==> config.mk <==
export PLATFORM = sky130hd
export DESIGN_NAME = sft_tx
export DESIGN_NICKNAME = d
export VERILOG_FILES = /design/src/sft_tx.v
export VERILOG_INCLUDE_DIRS = /design/src
export SDC_FILE = /design/constraint.sdc
export NUM_CORES = 1
export LEC_CHECK = 0
export BUFFER_PORTS_ARGS = -buffer_cell sky130_fd_sc_hd__buf_2
export CORE_MARGIN = 5
export CORE_UTILIZATION = 35
export DETAILED_ROUTE_END_ITERATION = 7
export GPL_ROUTABILITY_DRIVEN = 1
export PLACE_DENSITY = 0.49
export SYNTH_ARGS = -nofsm -noshare
export SYNTH_HDL_FRONTEND = slang
export SYNTH_SLANG_ARGS = --single-unit
==> constraint.sdc <==
create_clock -name core_clk -period 8.4 [get_ports core_clk]
set_clock_uncertainty 0.2 [all_clocks]
set_input_delay 1.68 -clock core_clk [delete_from_list [all_inputs] [get_ports core_clk]]
set_output_delay 1.68 -clock core_clk [all_outputs]
set_load 0.02 [all_outputs]
==> src/sft_map.vh <==
// Register map, field positions, reset values and timing constants
`ifndef SFT_MAP_VH
`define SFT_MAP_VH
// Notes on behaviour
// - Disabled channel floats; enabled channel drives frames
// - Tick period set in 8 ns steps
// - Tick period never below 1.504 us
// - Nibble low portion lasts configured tick count
// - Variable mode: frames back to back, no pause
// - Constant mode: pause pads frame to total
// - Total frame length only used in constant mode
// - Rolling counter replaces nibbles four and five
// - Only configured data nibble count is sent
// - Mode 0: legacy checksum
// - Mode 1: recommended checksum with zero nibble
// - Mode 2 sends 0x0, mode 3 sends 0xF
// - Mode by signal picks 0..3, else zero
// - Data by signal sends selector as checksum
// - Four-bit driver state: level, overcurrents, error
// - Active and inactive levels selectable
// - One instance per channel, up to sixteen
// - Nibble values come from model inputs
// Byte offsets on the register bus
`define SFT_CTRL_OFS 8'h00
`define SFT_TICK_OFS 8'h04
`define SFT_LOWT_OFS 8'h08
`define SFT_FLEN_OFS 8'h0C
`define SFT_NDAT_OFS 8'h10
`define SFT_NIBV_OFS 8'h14
`define SFT_CSEL_OFS 8'h18
`define SFT_STAT_OFS 8'h1C
// Control fields
`define SFT_CTRL_EN 0
`define SFT_CTRL_ROLL 1
`define SFT_CTRL_CONST 2
`define SFT_CTRL_CSM_LO 4
`define SFT_CTRL_ACT_LO 8
`define SFT_CTRL_INACT_LO 10
// Reset values
`define SFT_CTRL_RST 16'h0400
`define SFT_TICK_RST 14'h0177
`define SFT_LOWT_RST 8'h05
`define SFT_FLEN_RST 16'h0200
`define SFT_NDAT_RST 3'h6
// Timing: times in ns, segment lengths in ticks, tick step 8 ns, clock 25 ns
`define SFT_CLK_NS 25
`define SFT_STEP_NS 8
`define SFT_TMIN_NS 1504
`define SFT_TMIN_STEPS (`SFT_TMIN_NS / `SFT_STEP_NS)
`define SFT_CAL_TICKS 16'h0038
`define SFT_NIB_BASE 16'h000C
`define SFT_PAUSE_MIN 16'h000C
// Output level codes
`define SFT_LVL_OPEN 2'd0
`define SFT_LVL_GND 2'd1
`define SFT_LVL_BATA 2'd2
`define SFT_LVL_BATB 2'd3
`endif

==> src/sft_tx.v <==
// SENT frame transmitter channel with AHB-Lite register slave
//
// The register offsets and register access over AHB-Lite are this design's own decisions.
`include "sft_map.vh"
module sft_tx #(
  parameter CHAN_ID = 0
)(
  // Clock and reset
  input wire core_clk,
  input wire rst_n,
  // AHB-Lite slave
  input wire hsel,
  input wire [7:0] haddr,
  input wire [1:0] htrans,
  input wire hwrite,
  input wire [2:0] hsize,
  input wire hready,
  input wire [31:0] hwdata,
  output wire [31:0] hrdata,
  output wire hreadyout,
  output wire hresp,
  // Overcurrent flags from the driver stage
  input wire oc_low_in,
  input wire oc_high_in,
  // Driver switch enables, none high means floating
  output wire drv_gnd_en,
  output wire drv_bata_en,
  output wire drv_batb_en,
  // Driver state word
  output wire [3:0] driver_state_word
);

  // Frame states
  localparam ST_IDLE = 2'd0;
  localparam ST_CAL = 2'd1;
  localparam ST_NIB = 2'd2;
  localparam ST_PAUSE = 2'd3;

  // Configuration registers
  reg [15:0] ctrl_reg;
  reg [13:0] tick_reg;
  reg [7:0] lowt_reg;
  reg [15:0] flen_reg;
  reg [2:0] ndat_reg;
  reg [27:0] nibv_reg;
  reg [3:0] csel_reg;
  // Bus data phase capture
  reg wr_pend_reg;
  reg [7:0] wr_addr_reg;
  reg [31:0] rdata_reg;
  // Synchronisers for the overcurrent pins
  reg [1:0] ocl_sync_reg;
  reg [1:0] och_sync_reg;
  // Tick divider accumulator in ns
  reg [17:0] acc_reg;
  // Frame engine
  reg [1:0] state_reg;
  reg [2:0] nidx_reg;
  reg [15:0] seg_cnt_reg;
  reg [15:0] seg_len_reg;
  reg [15:0] frm_cnt_reg;
  reg [27:0] lat_nib_reg;
  reg [3:0] lat_crc_reg;
  reg [2:0] lat_ndat_reg;
  reg [7:0] roll_reg;
  reg act_reg;

  // Field views of control
  wire en = ctrl_reg[`SFT_CTRL_EN];
  wire roll_en = ctrl_reg[`SFT_CTRL_ROLL];
  wire const_en = ctrl_reg[`SFT_CTRL_CONST];
  wire [2:0] csm = ctrl_reg[`SFT_CTRL_CSM_LO +: 3];
  wire [1:0] act_lvl = ctrl_reg[`SFT_CTRL_ACT_LO +: 2];
  wire [1:0] inact_lvl = ctrl_reg[`SFT_CTRL_INACT_LO +: 2];

  // Nibble from a packed word by index
  function [3:0] nib_at;
    input [27:0] w;
    input [2:0] i;
    begin
      nib_at = w[i*4 +: 4];
    end
  endfunction

  // One step of the 4-bit checksum table walk
  function [3:0] crc_step;
    input [3:0] c;
    input [3:0] d;
    reg [63:0] tab;
    begin
      tab = 64'h5_8_2_F_B_6_C_1_4_9_3_E_A_7_D_0;
      crc_step = d ^ tab[c*4 +: 4];
    end
  endfunction

  // Checksum over the data nibbles only
  function [3:0] crc_calc;
    input [27:0] w;
    input [2:0] n;
    input rec;
    reg [3:0] c;
    integer k;
    begin
      c = 4'h5;
      for (k = 1; k <= 6; k = k + 1)
      begin
        if (k <= n)
          c = crc_step(c, w[k*4 +: 4]);
      end
      // Extra zero nibble strengthens the newer scheme
      if (rec)
        c = crc_step(c, 4'h0);
      crc_calc = c;
    end
  endfunction

  // Bus always ready, always OKAY
  assign hreadyout = 1'b1;
  assign hresp = 1'b0;
  assign hrdata = rdata_reg;

  // Effective tick period, clamped to the floor
  wire [13:0] tick_eff = (tick_reg < `SFT_TMIN_STEPS) ?
    14'd188 : tick_reg;
  // Tick period in ns, granularity 8 ns
  wire [17:0] tick_ns = {1'b0, tick_eff, 3'b000};
  wire [17:0] acc_sum = acc_reg + 18'd25;
  wire tick = en && (acc_sum >= tick_ns);

  // Model inputs with rolling counter substituted
  wire [27:0] nib_src = roll_en ?
    {nibv_reg[27:24], roll_reg[3:0], roll_reg[7:4], nibv_reg[15:0]} :
    nibv_reg;
  // Number of data nibbles, one to six
  wire [2:0] ndat_eff = (ndat_reg == 3'd0) ? 3'd1 :
    ((ndat_reg > 3'd6) ? 3'd6 : ndat_reg);

  // Checksum nibble for the frame about to start
  reg [3:0] crc_sel;
  reg [2:0] mode_eff;
  always @*
  begin
    crc_sel = 4'h0;
    mode_eff = csm;
    // Mode by signal, out of range gives zero
    if (csm == 3'd4)
      mode_eff = (csel_reg < 4'd4) ? csel_reg[2:0] : 3'd7;
    case (mode_eff)
      3'd0: crc_sel = crc_calc(nib_src, ndat_eff, 1'b0);
      3'd1: crc_sel = crc_calc(nib_src, ndat_eff, 1'b1);
      3'd2: crc_sel = 4'h0;
      3'd3: crc_sel = 4'hF;
      3'd5: crc_sel = csel_reg;
      default: crc_sel = 4'h0;
    endcase
  end

  // Index and value of the next nibble: status, data, checksum
  // Shared by every nibble segment change, so one adder serves all
  wire [2:0] nidx_nxt = (state_reg == ST_CAL) ? 3'd0 : nidx_reg + 3'd1;
  wire [3:0] nxt_val = (nidx_nxt > lat_ndat_reg) ? lat_crc_reg :
    nib_at(lat_nib_reg, nidx_nxt);
  wire [15:0] nib_len = `SFT_NIB_BASE + {12'h000, nxt_val};
  wire seg_end = tick && (seg_cnt_reg + 16'd1 >= seg_len_reg);
  wire last_nib = (nidx_reg > lat_ndat_reg);
  // Pause length pads the frame to the total
  wire [15:0] frm_done = frm_cnt_reg + 16'd1;
  wire [15:0] pause_len = (flen_reg > frm_done + `SFT_PAUSE_MIN) ?
    flen_reg - frm_done : `SFT_PAUSE_MIN;

  // AHB address phase capture and read data
  always @(posedge core_clk or negedge rst_n)
  begin
    if (!rst_n)
    begin
      wr_pend_reg <= 1'b0;
      wr_addr_reg <= 8'h00;
      rdata_reg <= 32'h0000_0000;
    end
    else if (hready)
    begin
      // Only nonsequential or sequential transfers, of any size; hsize is not checked
      wr_pend_reg <= hsel && htrans[1] && hwrite;
      wr_addr_reg <= haddr;
      rdata_reg <= 32'h0000_0000;
      if (hsel && htrans[1] && !hwrite)
      begin
        case (haddr)
          `SFT_CTRL_OFS: rdata_reg <= {16'h0000, ctrl_reg};
          `SFT_TICK_OFS: rdata_reg <= {18'h0_0000, tick_reg};
          `SFT_LOWT_OFS: rdata_reg <= {24'h00_0000, lowt_reg};
          `SFT_FLEN_OFS: rdata_reg <= {16'h0000, flen_reg};
          `SFT_NDAT_OFS: rdata_reg <= {29'h0000_0000, ndat_reg};
          `SFT_NIBV_OFS: rdata_reg <= {4'h0, nibv_reg};
          `SFT_CSEL_OFS: rdata_reg <= {28'h000_0000, csel_reg};
          // Live state: roll counter, frame state, driver state
          `SFT_STAT_OFS: rdata_reg <= {16'h0000, roll_reg, 2'b00,
            state_reg, driver_state_word};
          // Unmapped reads return zero
          default: rdata_reg <= 32'h0000_0000;
        endcase
      end
    end
  end

  // Register writes in the data phase
  always @(posedge core_clk or negedge rst_n)
  begin
    if (!rst_n)
    begin
      ctrl_reg <= `SFT_CTRL_RST;
      tick_reg <= `SFT_TICK_RST;
      lowt_reg <= `SFT_LOWT_RST;
      flen_reg <= `SFT_FLEN_RST;
      ndat_reg <= `SFT_NDAT_RST;
      nibv_reg <= 28'h000_0000;
      csel_reg <= 4'h0;
    end
    else if (wr_pend_reg)
    begin
      case (wr_addr_reg)
        `SFT_CTRL_OFS: ctrl_reg <= hwdata[15:0];
        `SFT_TICK_OFS: tick_reg <= hwdata[13:0];
        `SFT_LOWT_OFS: lowt_reg <= hwdata[7:0];
        `SFT_FLEN_OFS: flen_reg <= hwdata[15:0];
        `SFT_NDAT_OFS: ndat_reg <= hwdata[2:0];
        `SFT_NIBV_OFS: nibv_reg <= hwdata[27:0];
        `SFT_CSEL_OFS: csel_reg <= hwdata[3:0];
        // Status and unmapped writes are dropped
        default: csel_reg <= csel_reg;
      endcase
    end
  end

  // Overcurrent pins cross into the clock domain
  always @(posedge core_clk or negedge rst_n)
  begin
    if (!rst_n)
    begin
      ocl_sync_reg <= 2'b00;
      och_sync_reg <= 2'b00;
    end
    else
    begin
      ocl_sync_reg <= {ocl_sync_reg[0], oc_low_in};
      och_sync_reg <= {och_sync_reg[0], oc_high_in};
    end
  end

  // Tick divider keeps the ns remainder for fine granularity
  always @(posedge core_clk or negedge rst_n)
  begin
    if (!rst_n)
      acc_reg <= 18'h0_0000;
    else if (!en)
      acc_reg <= 18'h0_0000;
    else if (tick)
      acc_reg <= acc_sum - tick_ns;
    else
      acc_reg <= acc_sum;
  end

  // Frame engine, one segment per pulse
  always @(posedge core_clk or negedge rst_n)
  begin
    if (!rst_n)
    begin
      state_reg <= ST_IDLE;
      nidx_reg <= 3'd0;
      seg_cnt_reg <= 16'h0000;
      seg_len_reg <= 16'h0000;
      frm_cnt_reg <= 16'h0000;
      lat_nib_reg <= 28'h000_0000;
      lat_crc_reg <= 4'h0;
      lat_ndat_reg <= 3'd1;
      roll_reg <= 8'h00;
    end
    else if (!en)
      state_reg <= ST_IDLE;
    else
    begin
      case (state_reg)
        // Start a frame on enable and again after each frame or pause ends
        ST_IDLE:
        begin
          state_reg <= ST_CAL;
          seg_cnt_reg <= 16'h0000;
          seg_len_reg <= `SFT_CAL_TICKS;
          frm_cnt_reg <= 16'h0000;
          lat_nib_reg <= nib_src;
          lat_crc_reg <= crc_sel;
          lat_ndat_reg <= ndat_eff;
          if (roll_en)
            roll_reg <= roll_reg + 8'd1;
        end
        // Calibration, then status, data and checksum nibbles
        ST_CAL, ST_NIB:
        begin
          if (tick)
          begin
            frm_cnt_reg <= frm_cnt_reg + 16'd1;
            seg_cnt_reg <= seg_cnt_reg + 16'd1;
          end
          if (seg_end)
          begin
            seg_cnt_reg <= 16'h0000;
            if (state_reg == ST_CAL)
            begin
              // Status nibble follows calibration
              state_reg <= ST_NIB;
              nidx_reg <= nidx_nxt;
              seg_len_reg <= nib_len;
            end
            else if (!last_nib)
            begin
              // Next data nibble, or checksum after the last one
              nidx_reg <= nidx_nxt;
              seg_len_reg <= nib_len;
            end
            else if (const_en)
            begin
              state_reg <= ST_PAUSE;
              seg_len_reg <= pause_len;
            end
            else
              state_reg <= ST_IDLE;
          end
        end
        // Pause pulse then next frame
        ST_PAUSE:
        begin
          if (tick)
            seg_cnt_reg <= seg_cnt_reg + 16'd1;
          if (seg_end)
            state_reg <= ST_IDLE;
        end
        default: state_reg <= ST_IDLE;
      endcase
    end
  end

  // Idle lasts one clock right after a tick; the tick floor keeps the
  // next tick far away, so no tick is lost there

  // Active level during the low portion of each pulse
  always @(posedge core_clk or negedge rst_n)
  begin
    if (!rst_n)
      act_reg <= 1'b0;
    else
      act_reg <= en && (state_reg != ST_IDLE) &&
        (seg_cnt_reg < {8'h00, lowt_reg});
  end

  // Chosen level code, floating when disabled
  wire [1:0] lvl = !en ? `SFT_LVL_OPEN :
    (act_reg ? act_lvl : inact_lvl);
  // Battery A and B mixed is a fault: float and flag
  wire bat_clash = ((act_lvl == `SFT_LVL_BATA) &&
    (inact_lvl == `SFT_LVL_BATB)) ||
    ((act_lvl == `SFT_LVL_BATB) &&
    (inact_lvl == `SFT_LVL_BATA));
  wire oc_any = ocl_sync_reg[1] || och_sync_reg[1];
  wire drv_ok = en && !bat_clash && !oc_any;

  // Switch enables, never two at once
  assign drv_gnd_en = drv_ok && (lvl == `SFT_LVL_GND);
  assign drv_bata_en = drv_ok && (lvl == `SFT_LVL_BATA);
  assign drv_batb_en = drv_ok && (lvl == `SFT_LVL_BATB);

  // Driver state: level, overcurrents, error
  assign driver_state_word = {bat_clash || oc_any,
    och_sync_reg[1], ocl_sync_reg[1], act_reg};

  // One instance serves one output; CHAN_ID tags it, 0..15

endmodule

* Yosys cells after proc, flatten, opt, wreduce, memory -nomap -nowiden
Cells that the tools add are included.
Storage, ports and cells: bits in registers 249, logic and storage cells 202
Cells by class: $add $sub $neg 9, magnitude comparators 15, eq/ne operators 34, shift operators 12, multiplexer cells 57, bitwise logic cells 11, reductions and logical operators 41
Operators with widths (number):
- variable part select 64 x 7 -> 4 bit, first input constant | 11
- case mux 28 bit (8 select lines) | 1
- 2-to-1 mux 16 bit | 8
- 2-to-1 mux 4 bit | 23
- case mux 16 bit (2 select lines) | 2
- equality test 8 x 5 -> 1 bit, second input constant | 7
- case mux 16 bit (3 select lines) | 1
- bitwise XOR 4 bit | 10
- 2-to-1 mux 18 bit | 2
- adder 16 x 1 -> 16 bit, second input constant | 2
- equality test 8 x 4 -> 1 bit, second input constant | 4
- 2-to-1 mux 28 bit | 1
- variable part select 28 x 6 -> 4 bit | 1
- 2-to-1 mux 24 bit | 1
- 2-to-1 mux 3 bit | 7
- adder 18 x 5 -> 18 bit, second input constant | 1
- greater-or-equal comparator 18 x 17 -> 1 bit | 1
- subtractor 18 x 17 -> 18 bit | 1
- adder 16 x 4 -> 16 bit, second input constant | 1
- equality test 2 bit, second input constant | 8
- equality test 8 x 3 -> 1 bit, second input constant | 2
- greater-or-equal comparator 16 bit | 1
- greater-than comparator 16 bit | 1
- zero test 8 bit | 2
- 35 further kinds | 80

* Longest topological paths before layout
depth after elaboration 28, mapped depth 24, mapped depth without buffers 23

* Worst setup path before layout
Ideal clock, no wire load.
path type register to register, start point reg frm_cnt_reg[0], end point reg seg_len_reg[15], library setup time 0.087 ns, arrival 4.290 ns, required time 8.113 ns, setup slack 3.824 ns, stages on the path, launching flop included 24, period minus slack after synthesis 4.576 ns, cells stage by stage dfrtp_1 ha_1 and3_1 and3_1 and3_1 and3_1 nand2b_1 and2_1 nor3_1 nand2_1 nor3_1 nand2_1 nor3b_1 xor2_1 ha_1 nand4_1 nor2_1 o21ai_0 nand2_1 o211ai_1 nor4_1 clkbuf_1 nand4_1 o211ai_1
On the way: longest elaborated chain between the ends 9, elaborated cells between the ends (all ways) 10
RTL lines:
- from (decl) | RTL line sft_tx.v:61 | reg [15:0] frm_cnt_reg;
- from (signal assigned) | RTL line sft_tx.v:301 | frm_cnt_reg <= frm_cnt_reg + 16'd1;
- adder 16 x 1 -> 16 bit * | RTL line sft_tx.v:167 | wire [15:0] frm_done = frm_cnt_reg + 16'd1;
- adder 16 x 4 -> 16 bit (no source line)
- greater-than comparator 16 bit (no source line)
- 2-to-1 mux 16 bit (no source line) *
- 2-to-1 mux 16 bit * | RTL line sft_tx.v:320 | else if (const_en)
- 2-to-1 mux 16 bit * | RTL line sft_tx.v:314 | else if (!last_nib)
- 2-to-1 mux 16 bit * | RTL line sft_tx.v:307 | if (state_reg == ST_CAL)
- 2-to-1 mux 16 bit * | RTL line sft_tx.v:304 | if (seg_end)
- case mux 16 bit (2 select lines) * | RTL line sft_tx.v:282 | case (state_reg)
- to (signal assigned) | RTL line sft_tx.v:288 | seg_len_reg <= `SFT_CAL_TICKS;
- to (signal assigned) | RTL line sft_tx.v:312 | seg_len_reg <= nib_len;
- to (signal assigned) | RTL line sft_tx.v:318 | seg_len_reg <= nib_len;
- to (decl) | RTL line sft_tx.v:60 | reg [15:0] seg_len_reg;
Mark *: on every way between the ends. The rest lies on a longest branch, timed or not. The select of a mux whose other input is x is not followed. A chain may end at the register's enable or synchronous reset.

* Final worst setup path
start point reg acc_reg[0], end point reg frm_cnt_reg[5]
On the way: longest elaborated chain between the ends 5
RTL lines:
- from (decl) | RTL line sft_tx.v:55 | reg [17:0] acc_reg;
- from (signal assigned) | RTL line sft_tx.v:258 | acc_reg <= acc_sum - tick_ns;
- from (signal assigned) | RTL line sft_tx.v:260 | acc_reg <= acc_sum;
- adder 18 x 5 -> 18 bit | RTL line sft_tx.v:127 | wire [17:0] acc_sum = acc_reg + 18'd25;
- greater-or-equal comparator 18 x 17 -> 1 bit | RTL line sft_tx.v:128 | wire tick = en && (acc_sum >= tick_ns);
- logical AND 1 bit | RTL line sft_tx.v:128
- inequality test 2 bit (no source line)
- AND reduction 3 bit (no source line)
No other way between the ends.

==> impl_metrics.tcl <==
set metrics [dict create \
    core_mm2 0.0432 \
    met1_usage_pct 27.2 \
    netlist_area_mm2 0.0153 \
    post-cts-setup-buffers 0 \
    dp_cells 2215 \
    initial_core_util_pct 35.4 \
    io_buffer_count 78 \
    hold_path_end "och_sync_reg[1]" \
    min-delay-start "och_sync_reg[0]" \
    fin_ws_ns 2.49 \
    worstPathCellList "ha_1 > a21oi_1 > a21boi_0 > xor2_1 > ha_1 > inv_1 > a21oi_1 > o21ai_0 > a211o_1 > a21oi_1 > o21ai_0 > a21oi_1 > o21ai_0 > a21boi_0 > buf_4 > nor2_2 > a21o_1 > o21ai_0 > a22o_1" \
    antenna_found_initial 1 \
    leakagePower_nw 7.93 \
    ys_top_cells_by_count "dfrtp_1, nand2_1, o21ai_0" \
    synthToLayoutAreaGrowth_pct 13.0 \
    drcViolationCount 0 \
    drt_iter0_drc 779 \
    numCtsBuffers 30 \
    synth-edff-count 0 \
    fin_crit_ns 5.91 \
    reg2reg_depth 19 \
    die_area_mm2 0.0480 \
    timing.hold.ws_ns 0.147 \
    path_buf_inv 2 \
    drt-total-wl_um 43400 \
    nets 1800 \
    crit_path_start_kind "flop" \
    synth_area_leaders "dfrtp_1, ha_1, mux2_2, nand2_1, o21ai_0" \
    r2r_end "frm_cnt_reg[5]" \
    cts_tree "done" \
    finalHoldViolCount 0 \
    grt_start_max_net_pins 178 \
    path_class "flop to flop" \
    clk_path_buf_depth 3 \
    rsz0062_at_grt "false" \
    critPathCaptureType "flop" \
    worstPathRequired_ns 8.66 \
    hpwl_um 32000 \
    yosys.cell_types.count 82 \
    cts.sinks 245 \
    postPlaceCellArea_mm2 0.0162 \
    fillers 4313 \
    stdcell_area_mm2 0.0173 \
    timing.slew.headroom_pct 21.6 \
    cp_slowest_stage_delay_ns 0.92 \
    die_h_um 219 \
    postCtsHoldBufs 0 \
    syn_inst 1606 \
    gr-total-overflow 0 \
    cap_violations 0 \
    ys_seq_elements 245 \
    avgSynthCellArea_um2 9.52 \
    path_delay_family "compound AO/OA/AOI/OAI gates" \
    path_max_fanout 32 \
    crit_slowest_cell "a21boi_0" \
    yosysMostFrequentCell "dfrtp_1" \
    yosys_warnings 0 \
    pre_cts_slack_ns 2.57 \
    ant_nets 0 \
    use_met3_pct 2.12 \
    final_cells 2272 \
    dr.pass1.iters 7 \
    synthArstFlopShare_pct 100 \
    grt_pass1_wl_um 69500 \
    routed_via_density 5.20 \
    die_w_um 219 \
    wl_per_cell_um 19.1 \
    drive_above_1_share_pct 16.5 \
    fp-row-count 76 \
    seq_area_frac_synth_pct 40.2 \
    synthFlopType "dfrtp_1" \
    rrSetupSlack_ns 2.49 \
    timing.fmax_mhz 169 \
    use_met2_pct 28.8 \
    synth.top_cell.area_share_pct 37.8 \
    finalCritPeriodShare_pct 70.4 \
    status "finished clean" \
    finalMaxSlewViolations 0 \
    cts-root-buf "clkbuf_16" \
    holdPathStages 0 \
    r2r-start "acc_reg[0]" \
    grt.total_usage_pct 18.3 \
    worstPathArrival_ns 6.17 \
    gp_congestion 0.826 \
    final.setup.tns_ns 0 \
    vias 11800 \
    grt_pass1_vias 11800 \
    vdd_ir_drop_max_uv 145 \
    cellPowerDensity_mw_per_mm2 270 \
    synth.largest_area_cell "dfrtp_1" \
    io_pins 93 \
    busiest_layer "met2" \
    worstMarginPinSlew_ns 1.17 \
    htree_levels 1 \
    path_clk_slew_ns 0.06 \
    holdCritPathClass "flop to flop" \
    cts_resized 0 \
    clock_latency_ns 0.58 \
    setup_viol 0 \
]
==> cell usage in the layout, fill, tap and decap left out, types with 10 or more instances in the layout <==
cell | Yosys | final
and3_1 | 20 | 20
mux2_2 | 87 | 87
nand4_1 | 16 | 16
nand3_1 | 36 | 36
and2_1 | 17 | 17
o21ai_0 | 118 | 118
nor2b_1 | 24 | 24
dfrtp_1 | 231 | 231
a21o_1 | 18 | 18
nand2_1 | 199 | 199
o22ai_1 | 19 | 19
ha_1 | 84 | 84
xnor2_1 | 58 | 58
mux2i_1 | 24 | 24
nor3b_1 | 12 | 10
xor2_1 | 33 | 33
a21oi_1 | 67 | 67
dfstp_2 | 14 | 14
nand2b_1 | 28 | 28
nor2_1 | 77 | 76
a22o_1 | 26 | 26
nor4_1 | 11 | 10
clkbuf_16 | 0 | 30
inv_1 | 114 | 114
buf_2 | 1 | 77
nor3_1 | 23 | 21
buf_4 | 11 | 17
o211ai_1 | 11 | 11
a22oi_1 | 10 | 10
or3_1 | 12 | 12
o21a_1 | 13 | 13
==> where the power goes <==
part / internal, mW / total [mW] / switching, mW
clock network: 0.834 / 1.37 / 0.534
registers: 1.35 / 1.50 / 0.146
logic: 0.755 / 1.80 / 1.04
total: 2.94 / 4.66 / 1.72
==> metrics by stage <==
| stage | total power [mW] | util, % |
|---|---|---|
| final | 4.66 | 40.0 |
| after global placement | 3.30 | 37.6 |
| after global routing | 5.00 | 40.0 |
| after CTS | 4.72 | 40.0 |
| after detailed placement | 3.32 | 37.6 |
| after floorplan | 2.86 | - |
==> layer usage <==
layer | routed length [µm] | up-vias
li1 | - | 5768
met1 | 21400 | 5757
met2 | 19400 | 227
met3 | 1830 | 52
met4 | 813 | 0
met5 | 0 | -
==> how the worst max path moves through the flow <==
stage,end,depth (start not counted),start
floorplan,seg_len_reg[15],23,frm_cnt_reg[0]
global placement,frm_cnt_reg[11],19,acc_reg[0]
detailed placement,frm_cnt_reg[6],19,acc_reg[0]
CTS,frm_cnt_reg[6],19,acc_reg[0]
global route,frm_cnt_reg[7],19,acc_reg[0]
finish,frm_cnt_reg[5],19,acc_reg[0]
==> worst register-to-register path, stage by stage (launching register included) <==
cell	delay (ns)
dfrtp_1	0.40
ha_1	0.20
a21oi_1	0.10
a21boi_0	0.92
xor2_1	0.21
ha_1	0.39
inv_1	0.08
a21oi_1	0.05
o21ai_0	0.28
a211o_1	0.20
a21oi_1	0.08
o21ai_0	0.22
a21oi_1	0.12
o21ai_0	0.23
a21boi_0	0.13
buf_4	0.17
nor2_2	0.63
a21o_1	0.80
o21ai_0	0.18
a22o_1	0.21
==> cell type report <==
type                            count  area (µm²)  share of cell area, %
Clock inverter                     12         180                   1.04
Multi-Input combinational cell   1175        8370                   48.5
Inverter                          114         428                   2.48
Clock buffer                       44         863                   5.00
Sequential cell                   245        6150                   35.6
Antenna cell                        1        2.50                 0.0145
Timing Repair Buffer               96         548                   3.17
Tap cell                          585         732                   4.24
==> kinds of logic after synthesis <==
kind of cell,count (synthesis),share of synthesized area [%]
other,2,0.0491
AOI/OAI and AO/OA,357,15.0
buffers and inverters,190,5.34
DFF,245,40.2
and+or+nand+nor,502,16.0
xor gates and xnor gates,108,7.71
muxes,115,8.57
adders and majority gates,87,7.20
No activity file was read; power rests on OpenSTA's default activity.
